**src/verilog/stsr_pkg.sv**
```systemverilog
// constants and types of the timestamp and status register group
package stsr_pkg;
  localparam int CLK_PERIOD_NS = 100;
  localparam int TICK_PERIOD_US = 39;
  localparam int TICK_CYC = TICK_PERIOD_US * 1000 / CLK_PERIOD_NS;
  localparam int TICK_CNT_W = 9;
  localparam int TEMP_PERIOD_MS = 10;
  localparam int TEMP_PERIOD_CYC = TEMP_PERIOD_MS * 1000000 / CLK_PERIOD_NS;
  localparam int TEMP_CNT_W = 24;
  localparam int TS_W = 24;
  localparam int TEMP_W = 16;
  localparam int TEMP_ALIGN_BIT = 15;
  localparam logic [TS_W-1:0] TS_RESET = 24'h000000;
  localparam logic [TEMP_W-1:0] TEMP_RESET = 16'h8000;
  localparam logic POR_RESET = 1'b1;
  // register byte addresses
  localparam logic [7:0] ADDR_DATA_FIRST = 8'h12;
  localparam logic [7:0] ADDR_DATA_LAST = 8'h17;
  localparam logic [7:0] ADDR_TS0 = 8'h18;
  localparam logic [7:0] ADDR_TS1 = 8'h19;
  localparam logic [7:0] ADDR_TS2 = 8'h1a;
  localparam logic [7:0] ADDR_STATUS = 8'h1b;
  localparam logic [7:0] ADDR_IRQ = 8'h1d;
  localparam logic [7:0] ADDR_TEMP0 = 8'h20;
  localparam logic [7:0] ADDR_TEMP1 = 8'h21;
  // field positions
  localparam int ST_DRDY = 6;
  localparam int ST_NVM = 4;
  localparam int ST_FOC = 3;
  localparam int ST_SELF = 1;
  localparam int ST_POR = 0;
  localparam int IRQ_FWM = 6;
  localparam int IRQ_FFULL = 5;
  localparam int IRQ_DRDY = 4;
  localparam logic [1:0] THERM_SUSPEND = 2'h0;
  localparam logic [1:0] THERM_NORMAL = 2'h1;
  typedef enum logic [1:0] {
    GYR_SUSPEND = 2'h0,
    GYR_NORMAL = 2'h1,
    GYR_RSVD = 2'h2,
    GYR_FAST = 2'h3
  } stsr_gyr_pmu_t;
  typedef struct packed {
    logic strobe;
    logic first;
    logic [7:0] addr;
  } stsr_rd_t;
  typedef struct packed {
    logic rate_new;
    logic fwm;
    logic ffull;
    logic drdy;
    logic soft_reset;
    logic frame_start;
  } stsr_evt_t;
  typedef struct packed {
    logic nvm_busy;
    logic foc_done;
    logic self_test_ok;
  } stsr_cond_t;
endpackage

```
**src/verilog/stsr_regs.sv**
```systemverilog
// timestamp, status, interrupt flag and temperature registers
// Functional notes
// - 24-bit timestamp advances once per 39 us tick
// - timestamp runs in every power mode
// - burst from rate bytes captures timestamp at transfer start and returns it
// - each new fifo frame recaptures the timestamp shadow
// - timestamp starts at zero after reset and wraps after all ones
// - any rate output byte read clears status bit 6
// - status bit 3 shows offset compensation completed
// - status bit 1 high only after self-test passed
// - status bit 0 set by power-on or soft reset, cleared by read
// - interrupt bits 6,5,4 report watermark, full, data ready; 1 active
// - temperature word valid only while gyro is normal
// - temperature signed, zero at 23 degrees, 0x8000 invalid and reset
// - gyro normal refreshes temperature every 10 ms
// - gyro suspended, thermal normal refreshes on timestamp bit 15 edge
// - gyro fast start-up refreshes every 1.28 s even thermal suspended
// - both suspended means no measurement and no update
// - gyro state codes suspend 00, normal 01, fast 11, 10 reserved
`timescale 1ns/1ps
module stsr_regs
  import stsr_pkg::*;
#(
  parameter int TEMP_PERIOD = TEMP_PERIOD_CYC
) (
  input wire logic clk_sys, // 10 mhz system clock
  input wire logic rst_n, // asynchronous reset, active low
  input wire stsr_rd_t rd, // register read request
  output logic [7:0] rd_data, // read data, one cycle after strobe
  input wire stsr_evt_t evt, // one-cycle event pulses
  input wire stsr_cond_t cond, // status levels
  input wire logic [2:0] irq_en, // fwm, ffull, drdy function enables
  input wire stsr_gyr_pmu_t gyr_pmu, // gyro power state
  input wire logic [1:0] thermal_power_state, // thermal power state
  input wire logic [TEMP_W-1:0] temp_sample, // converter result
  output logic temp_meas_en, // temperature measurement active
  output logic temp_valid // temperature word trustworthy
);

  // ********************************
  // reset release
  // ********************************
  logic [1:0] rst_pipe_reg;
  logic rst_s_n;

  // two flops release the reset
  always_ff @(posedge clk_sys or negedge rst_n) begin
    if (!rst_n) begin
      rst_pipe_reg <= 2'h0;
    end else begin
      rst_pipe_reg <= {rst_pipe_reg[0], 1'b1};
    end
  end
  assign rst_s_n = rst_pipe_reg[1];

  // ********************************
  // decode helpers
  // ********************************
  function automatic logic is_data_addr(input logic [7:0] a);
    is_data_addr = (a >= ADDR_DATA_FIRST) && (a <= ADDR_DATA_LAST);
  endfunction

  logic rd_data_hit;
  logic rd_status_hit;
  logic rd_irq_hit;
  logic capture;
  logic xfer_other;

  // read strobes on the flag registers
  assign rd_data_hit = rd.strobe && is_data_addr(rd.addr);
  assign rd_status_hit = rd.strobe && (rd.addr == ADDR_STATUS);
  assign rd_irq_hit = rd.strobe && (rd.addr == ADDR_IRQ);
  assign capture = (rd.strobe && rd.first && is_data_addr(rd.addr))
                   || evt.frame_start;
  assign xfer_other = rd.strobe && rd.first && !is_data_addr(rd.addr);

  // ********************************
  // time base and timestamp
  // ********************************
  logic [TICK_CNT_W-1:0] tick_cnt_reg;
  logic tick;
  logic [TS_W-1:0] ts_reg;

  assign tick = (tick_cnt_reg == TICK_CNT_W'(TICK_CYC - 1));

  // tick divider, never gated by power mode
  always_ff @(posedge clk_sys or negedge rst_s_n) begin
    if (!rst_s_n) begin
      tick_cnt_reg <= '0;
    end else if (evt.soft_reset || tick) begin
      tick_cnt_reg <= '0;
    end else begin
      tick_cnt_reg <= tick_cnt_reg + 1'b1;
    end
  end

  // counter wraps naturally past all ones
  always_ff @(posedge clk_sys or negedge rst_s_n) begin
    if (!rst_s_n) begin
      ts_reg <= TS_RESET;
    end else if (evt.soft_reset) begin
      ts_reg <= TS_RESET;
    end else if (tick) begin
      ts_reg <= ts_reg + 1'b1;
    end
  end

  // ********************************
  // timestamp shadow
  // ********************************
  logic [TS_W-1:0] shadow_reg;
  logic shadow_on_reg;
  logic [TS_W-1:0] ts_view;

  // shadow holds the value taken at transfer or frame start
  always_ff @(posedge clk_sys or negedge rst_s_n) begin
    if (!rst_s_n) begin
      shadow_reg <= TS_RESET;
    end else if (capture) begin
      shadow_reg <= ts_reg;
    end
  end

  // shadow stays in use until a transfer starts elsewhere
  always_ff @(posedge clk_sys or negedge rst_s_n) begin
    if (!rst_s_n) begin
      shadow_on_reg <= 1'b0;
    end else if (capture) begin
      shadow_on_reg <= 1'b1;
    end else if (xfer_other) begin
      shadow_on_reg <= 1'b0;
    end
  end
  // the first byte of a transfer that starts elsewhere already sees the live count
  assign ts_view = (shadow_on_reg && !xfer_other) ? shadow_reg : ts_reg;

  // ********************************
  // status flags
  // ********************************
  logic drdy_reg;
  logic por_reg;
  logic nvm_rdy_reg;
  logic foc_reg;
  logic self_ok_reg;

  // rate ready: a new sample wins over the clearing read
  always_ff @(posedge clk_sys or negedge rst_s_n) begin
    if (!rst_s_n) begin
      drdy_reg <= 1'b0;
    end else if (evt.rate_new) begin
      drdy_reg <= 1'b1;
    end else if (rd_data_hit) begin
      drdy_reg <= 1'b0;
    end
  end

  // power-on flag: soft reset wins over the clearing read
  always_ff @(posedge clk_sys or negedge rst_s_n) begin
    if (!rst_s_n) begin
      por_reg <= POR_RESET;
    end else if (evt.soft_reset) begin
      por_reg <= 1'b1;
    end else if (rd_status_hit) begin
      por_reg <= 1'b0;
    end
  end

  // level flags follow their sources
  always_ff @(posedge clk_sys or negedge rst_s_n) begin
    if (!rst_s_n) begin
      nvm_rdy_reg <= 1'b0;
      foc_reg <= 1'b0;
      self_ok_reg <= 1'b0;
    end else begin
      nvm_rdy_reg <= !cond.nvm_busy;
      foc_reg <= cond.foc_done;
      self_ok_reg <= cond.self_test_ok;
    end
  end

  // ********************************
  // interrupt flags
  // ********************************
  logic [2:0] irq_reg;
  logic [2:0] irq_set;

  // only enabled functions report
  assign irq_set = {evt.fwm, evt.ffull, evt.drdy} & irq_en;

  // sticky flags cleared by read, set wins
  always_ff @(posedge clk_sys or negedge rst_s_n) begin
    if (!rst_s_n) begin
      irq_reg <= 3'h0;
    end else if (evt.soft_reset) begin
      irq_reg <= 3'h0;
    end else if (rd_irq_hit) begin
      irq_reg <= irq_set;
    end else begin
      irq_reg <= irq_reg | irq_set;
    end
  end

  // ********************************
  // temperature
  // ********************************
  logic [TEMP_CNT_W-1:0] temp_cnt_reg;
  logic period_evt;
  logic align_prev_reg;
  logic align_evt;
  logic temp_upd;
  logic [TEMP_W-1:0] temp_reg;
  logic valid_reg;
  logic meas_reg;

  assign period_evt = (gyr_pmu == GYR_NORMAL)
                      && (temp_cnt_reg == TEMP_CNT_W'(TEMP_PERIOD - 1));
  assign align_evt = ts_reg[TEMP_ALIGN_BIT] ^ align_prev_reg;

  // 10 ms period counter, idle outside gyro normal
  always_ff @(posedge clk_sys or negedge rst_s_n) begin
    if (!rst_s_n) begin
      temp_cnt_reg <= '0;
    end else if ((gyr_pmu != GYR_NORMAL) || period_evt) begin
      temp_cnt_reg <= '0;
    end else begin
      temp_cnt_reg <= temp_cnt_reg + 1'b1;
    end
  end

  // edge detector on timestamp bit 15, cleared with the counter so a soft reset
  // does not look like an alignment edge
  always_ff @(posedge clk_sys or negedge rst_s_n) begin
    if (!rst_s_n) begin
      align_prev_reg <= 1'b0;
    end else if (evt.soft_reset) begin
      align_prev_reg <= 1'b0;
    end else begin
      align_prev_reg <= ts_reg[TEMP_ALIGN_BIT];
    end
  end

  // update schedule per gyro power state
  always_comb begin
    temp_upd = 1'b0;
    unique case (gyr_pmu)
      GYR_NORMAL: temp_upd = period_evt;
      GYR_SUSPEND: temp_upd = (thermal_power_state == THERM_NORMAL)
                              && align_evt;
      GYR_FAST: temp_upd = align_evt;
      GYR_RSVD: temp_upd = 1'b0;
    endcase
  end

  // temperature word, invalid code after reset
  always_ff @(posedge clk_sys or negedge rst_s_n) begin
    if (!rst_s_n) begin
      temp_reg <= TEMP_RESET;
    end else if (evt.soft_reset) begin
      temp_reg <= TEMP_RESET;
    end else if (temp_upd) begin
      temp_reg <= temp_sample;
    end
  end

  // validity and measurement enable
  always_ff @(posedge clk_sys or negedge rst_s_n) begin
    if (!rst_s_n) begin
      valid_reg <= 1'b0;
      meas_reg <= 1'b0;
    end else begin
      valid_reg <= (gyr_pmu == GYR_NORMAL);
      meas_reg <= (gyr_pmu == GYR_NORMAL) || (gyr_pmu == GYR_FAST)
                  || ((gyr_pmu == GYR_SUSPEND)
                      && (thermal_power_state == THERM_NORMAL));
    end
  end
  assign temp_valid = valid_reg;
  assign temp_meas_en = meas_reg;

  // ********************************
  // read data
  // ********************************
  logic [7:0] rd_next;
  logic [7:0] rd_data_reg;

  // byte mux, unmapped addresses read zero
  always_comb begin
    rd_next = 8'h00;
    unique case (rd.addr)
      ADDR_TS0: rd_next = ts_view[7:0];
      ADDR_TS1: rd_next = ts_view[15:8];
      ADDR_TS2: rd_next = ts_view[23:16];
      ADDR_STATUS: begin
        rd_next[ST_DRDY] = drdy_reg;
        rd_next[ST_NVM] = nvm_rdy_reg;
        rd_next[ST_FOC] = foc_reg;
        rd_next[ST_SELF] = self_ok_reg;
        rd_next[ST_POR] = por_reg;
      end
      ADDR_IRQ: begin
        rd_next[IRQ_FWM] = irq_reg[2];
        rd_next[IRQ_FFULL] = irq_reg[1];
        rd_next[IRQ_DRDY] = irq_reg[0];
      end
      ADDR_TEMP0: rd_next = temp_reg[7:0];
      ADDR_TEMP1: rd_next = temp_reg[15:8];
      default: rd_next = 8'h00;
    endcase
  end

  // registered read answer
  always_ff @(posedge clk_sys or negedge rst_s_n) begin
    if (!rst_s_n) begin
      rd_data_reg <= 8'h00;
    end else if (rd.strobe) begin
      rd_data_reg <= rd_next;
    end
  end
  assign rd_data = rd_data_reg;

  // ********************************
  // checks
  // ********************************
  localparam int A_TICK = TICK_CYC - 1;
endmodule

```
**config.mk**
```make
export PLATFORM = sky130hd
export DESIGN_NAME = stsr_regs
export DESIGN_NICKNAME = d
export VERILOG_FILES = /design/src/verilog/stsr_pkg.sv /design/src/verilog/stsr_regs.sv
export SDC_FILE = /design/constraint.sdc
export NUM_CORES = 1
export LEC_CHECK = 0
export BUFFER_PORTS_ARGS = -buffer_cell sky130_fd_sc_hd__buf_2
export CAP_MARGIN = 10
export CORE_ASPECT_RATIO = 0.7
export CORE_MARGIN = 1
export CORE_UTILIZATION = 37
export DETAILED_ROUTE_END_ITERATION = 10
export PLACE_DENSITY = 0.55
export SKIP_CTS_REPAIR_TIMING = 1
export SYNTH_ARGS = -nofsm -noshare
export SYNTH_HDL_FRONTEND = slang
export SYNTH_SLANG_ARGS = --single-unit
```
**constraint.sdc**
```tcl
create_clock -name clk_sys -period 3.3 [get_ports clk_sys]
set_input_delay 0.33 -clock clk_sys [delete_from_list [all_inputs] [get_ports clk_sys]]
set_output_delay 0.33 -clock clk_sys [all_outputs]
set_load 0.02 [all_outputs]
```
==> reports/results.tsv <==
stage	metric	value	unit
run_status	status	complete, no violations	
cts	cts.sinks	119	
logic_synthesis	syn_nets	640	
layout	layout.cells.non_filler	868	
global_routing	grt_max_degree	81	
sta	final.setup.tns	0	ps
cts	clockBufferDepth	2	
logic_synthesis	netlist_area	6130	um2
worst_setup_path	critPathTopFamily	compound AO/OA/AOI/OAI gates	
layout	antenna_cells	0	
routing	drc	0	
worst_setup_path	startpoint_type	register	
layout	multi_input_area	2920	um2
floorplanning	ioPinCount	54	
worst_setup_path	rrSetupSlack	1010	ps
sta	hold_violations	0	
logic_synthesis	postSynth.asyncResetShare	1.00	
logic_synthesis	avgSynthCellArea	10.4	um2
sta	finalMaxSlewViolations	0	
worst_hold_path	hold-path-cell-count	1	
layout	layout_common_cells	dfrtp_1, nor2_1, buf_2	
worst_setup_path	end_kind	register	
floorplanning	die_x	156	um
routing	first_iter_violations	283	
worst_setup_path	crit_chain	ha_1 > and4_1 > nand2_1 > o31ai_4 > buf_4 > a21boi_0 > o21ba_2	
worst_setup_path	r2r_end	temp_reg[6]	
global_routing	antenna_found_initial	0	
cts	cts_tree	built	
routing	highest_layer	met4	
sta	setup_viol	0	
routing	antenna_left	0	
logic_synthesis	synth_edf_count	0	
logic_synthesis	ys.flop_type	dfrtp_1	
worst_hold_path	min_from	cond[0]	
worst_setup_path	r2r_cells	7	
power_and_ir_drop	p_leak	3.07	nW
job	cap_violations	0	
routing	routedWlPerCell	16.7	um
cts	clock_latency	420	ps
logic_synthesis	ys_warn_count	0	
routing	avgViaCountPerCell	5.31	
sta	period_share	0.695	
floorplanning	coreArea	15800	um2
logic_synthesis	ys_seq_elements	119	
logic_synthesis	synthCells	592	
worst_hold_path	worstHoldPathType	in2reg	
worst_setup_path	crit_path_max_incr_delay	470	ps
global_routing	grt_pass1_vias	4517	
power_and_ir_drop	ir_drop	0.260	mV
routing	met2_length	6.11	mm
layout	nFillCells	1470	
place	io_buffers	53	
worst_setup_path	crit_required	3610	ps
layout	seq_area	2980	um2
global_routing	grt_pass1_wl	24.0	mm
routing	dr.pass1.iters	4	
layout	drive_gt1_frac	0.215	
global_routing	grtUsageTotal	0.185	
floorplanning	die_height	110	um
worst_setup_path	arrival	2610	ps
layout	nets	683	
sta	grt_setup_unrepaired	no	
layout	area_growth	16.5	%
worst_setup_path	slowest_stage	buf_4	
place	gp_congestion	0.811	
routing	wl	14.5	mm
floorplanning	initial_core_util	0.387	
routing	dr_wl_met3	769	um
global_routing	grt_remaining_overflow	0	
sta	slew_headroom	0.398	
cts	path_clk_slew	60	ps
sta	period_needed	2290	ps
worst_setup_path	timing.rr.start	temp_cnt_reg[0]	
worst_setup_path	critPathBufInv	1	
worst_setup_path	crit_type	reg2reg	
sta	hold-worst-slack	26.5	ps
layout	layout_commonest_cell	dfrtp_1	
logic_synthesis	synthDistinctLibCells	66	
floorplanning	dieArea	17100	um2
power_and_ir_drop	p_per_area	495	nW/um2
worst_hold_path	whs_endpoint	self_ok_reg	
worst_setup_path	cp_max_fo	56	
cts	numCtsBuffers	17	
cts	htreeDepth	4	
routing	met1_length	7.43	mm
cts	root_buffer	clkbuf_16	
place	dp_hpwl	10.0	mm
logic_synthesis	seq_area_frac_synth	0.486	
routing	num_vias	4606	
place	placedCellCount	835	
floorplanning	std_cell_rows	38	
sta	worstMarginPinSlew	902	ps
sta	finClkSkew	9.52	ps
sta	fmax	436	MHz
[synthesized netlist by cell type (4+ instances only)]
| cell type | number | area share |
|---|---|---|
| buf_2 | 12 | 0.0098 |
| nor2_1 | 59 | 0.036 |
| a21boi_0 | 15 | 0.018 |
| o21ai_0 | 20 | 0.016 |
| clkbuf_1 | 20 | 0.012 |
| a21oi_1 | 15 | 0.012 |
| dfrtp_1 | 117 | 0.48 |
| nor4_1 | 18 | 0.018 |
| nand2_1 | 34 | 0.021 |
| nor2b_1 | 7 | 0.0071 |
| nand4_1 | 7 | 0.0071 |
| a31oi_1 | 7 | 0.0071 |
| nand3_1 | 24 | 0.020 |
| mux2i_1 | 18 | 0.029 |
| a32oi_1 | 4 | 0.0057 |
| xor2_1 | 11 | 0.016 |
| a22oi_1 | 8 | 0.0098 |
| inv_1 | 15 | 0.0092 |
| nor3_1 | 17 | 0.014 |
| or3_1 | 9 | 0.0092 |
| and3_1 | 20 | 0.020 |
| and4_1 | 6 | 0.0086 |
| o21ba_2 | 15 | 0.024 |
| ha_1 | 4 | 0.0082 |
| mux2_2 | 21 | 0.039 |
| xnor2_1 | 33 | 0.047 |
[metrics by stage]
stage | setup WS (ps) | power [W] | util | area (um2)
final | 1010 | 0.00354 | 0.451 | 7150
after global routing | 810 | 0.00367 | 0.451 | 7150
after CTS | 1010 | 0.00358 | 0.451 | 7140
after detailed placement | 996 | 0.00174 | 0.414 | 6560
after global placement | 1030 | 0.00173 | 0.414 | 6560
after floorplan | 1320 | 0.00166 | - | 6140
[metal layers]
layer,vias up,track usage
met4,0,0.0777
met2,109,0.257
li1,2218,-
met3,11,0.0438
met1,2268,0.272
met5,-,0
[cells by family (layout without fill, tap and decap cells)]
kind of cell | Yosys count | count (layout) | share of synthesized area
xor gates and xnor gates | 44 | 44 | 0.0628
buffers and inverters | 51 | 107 | 0.0385
and+or+nand+nor | 218 | 218 | 0.188
adders and majority gates | 4 | 4 | 0.00816
other | 1 | 1 | 0.000611
AOI/OAI and AO/OA | 112 | 112 | 0.138
DFF | 119 | 119 | 0.486
muxes | 43 | 43 | 0.0771
[final cells by class]
cell class | count | area share
tap | 220 | 0.0385
sequential | 119 | 0.418
clock buffer | 22 | 0.0622
multi-input combinational | 422 | 0.409
timing repair buffer | 60 | 0.0466
inverter | 15 | 0.00788
clock inverter | 10 | 0.0180
[worst max path at each step]
stage / startpoint / end / slack, ps / cells past startpoint
final: temp_cnt_reg[0] / temp_reg[6] / 1010 / 7
after global routing: temp_cnt_reg[0] / temp_reg[8] / 810 / 7
after CTS: temp_cnt_reg[0] / temp_reg[13] / 1010 / 7
after detailed placement: rd[1] / rd_data[4] / 1000 / 6
after global placement: rd[1] / rd_data[4] / 1030 / 6
after floorplan: rst_pipe_reg[1] / align_prev_reg / 1320 / 0
[report_power, final]
part           internal, W  switching [W]
sequential         0.00148      0.0000226
clock              0.00118       0.000651
combinational    0.0000770       0.000127
total              0.00274       0.000801
Note: power is estimated with default switching activity, not from simulation.
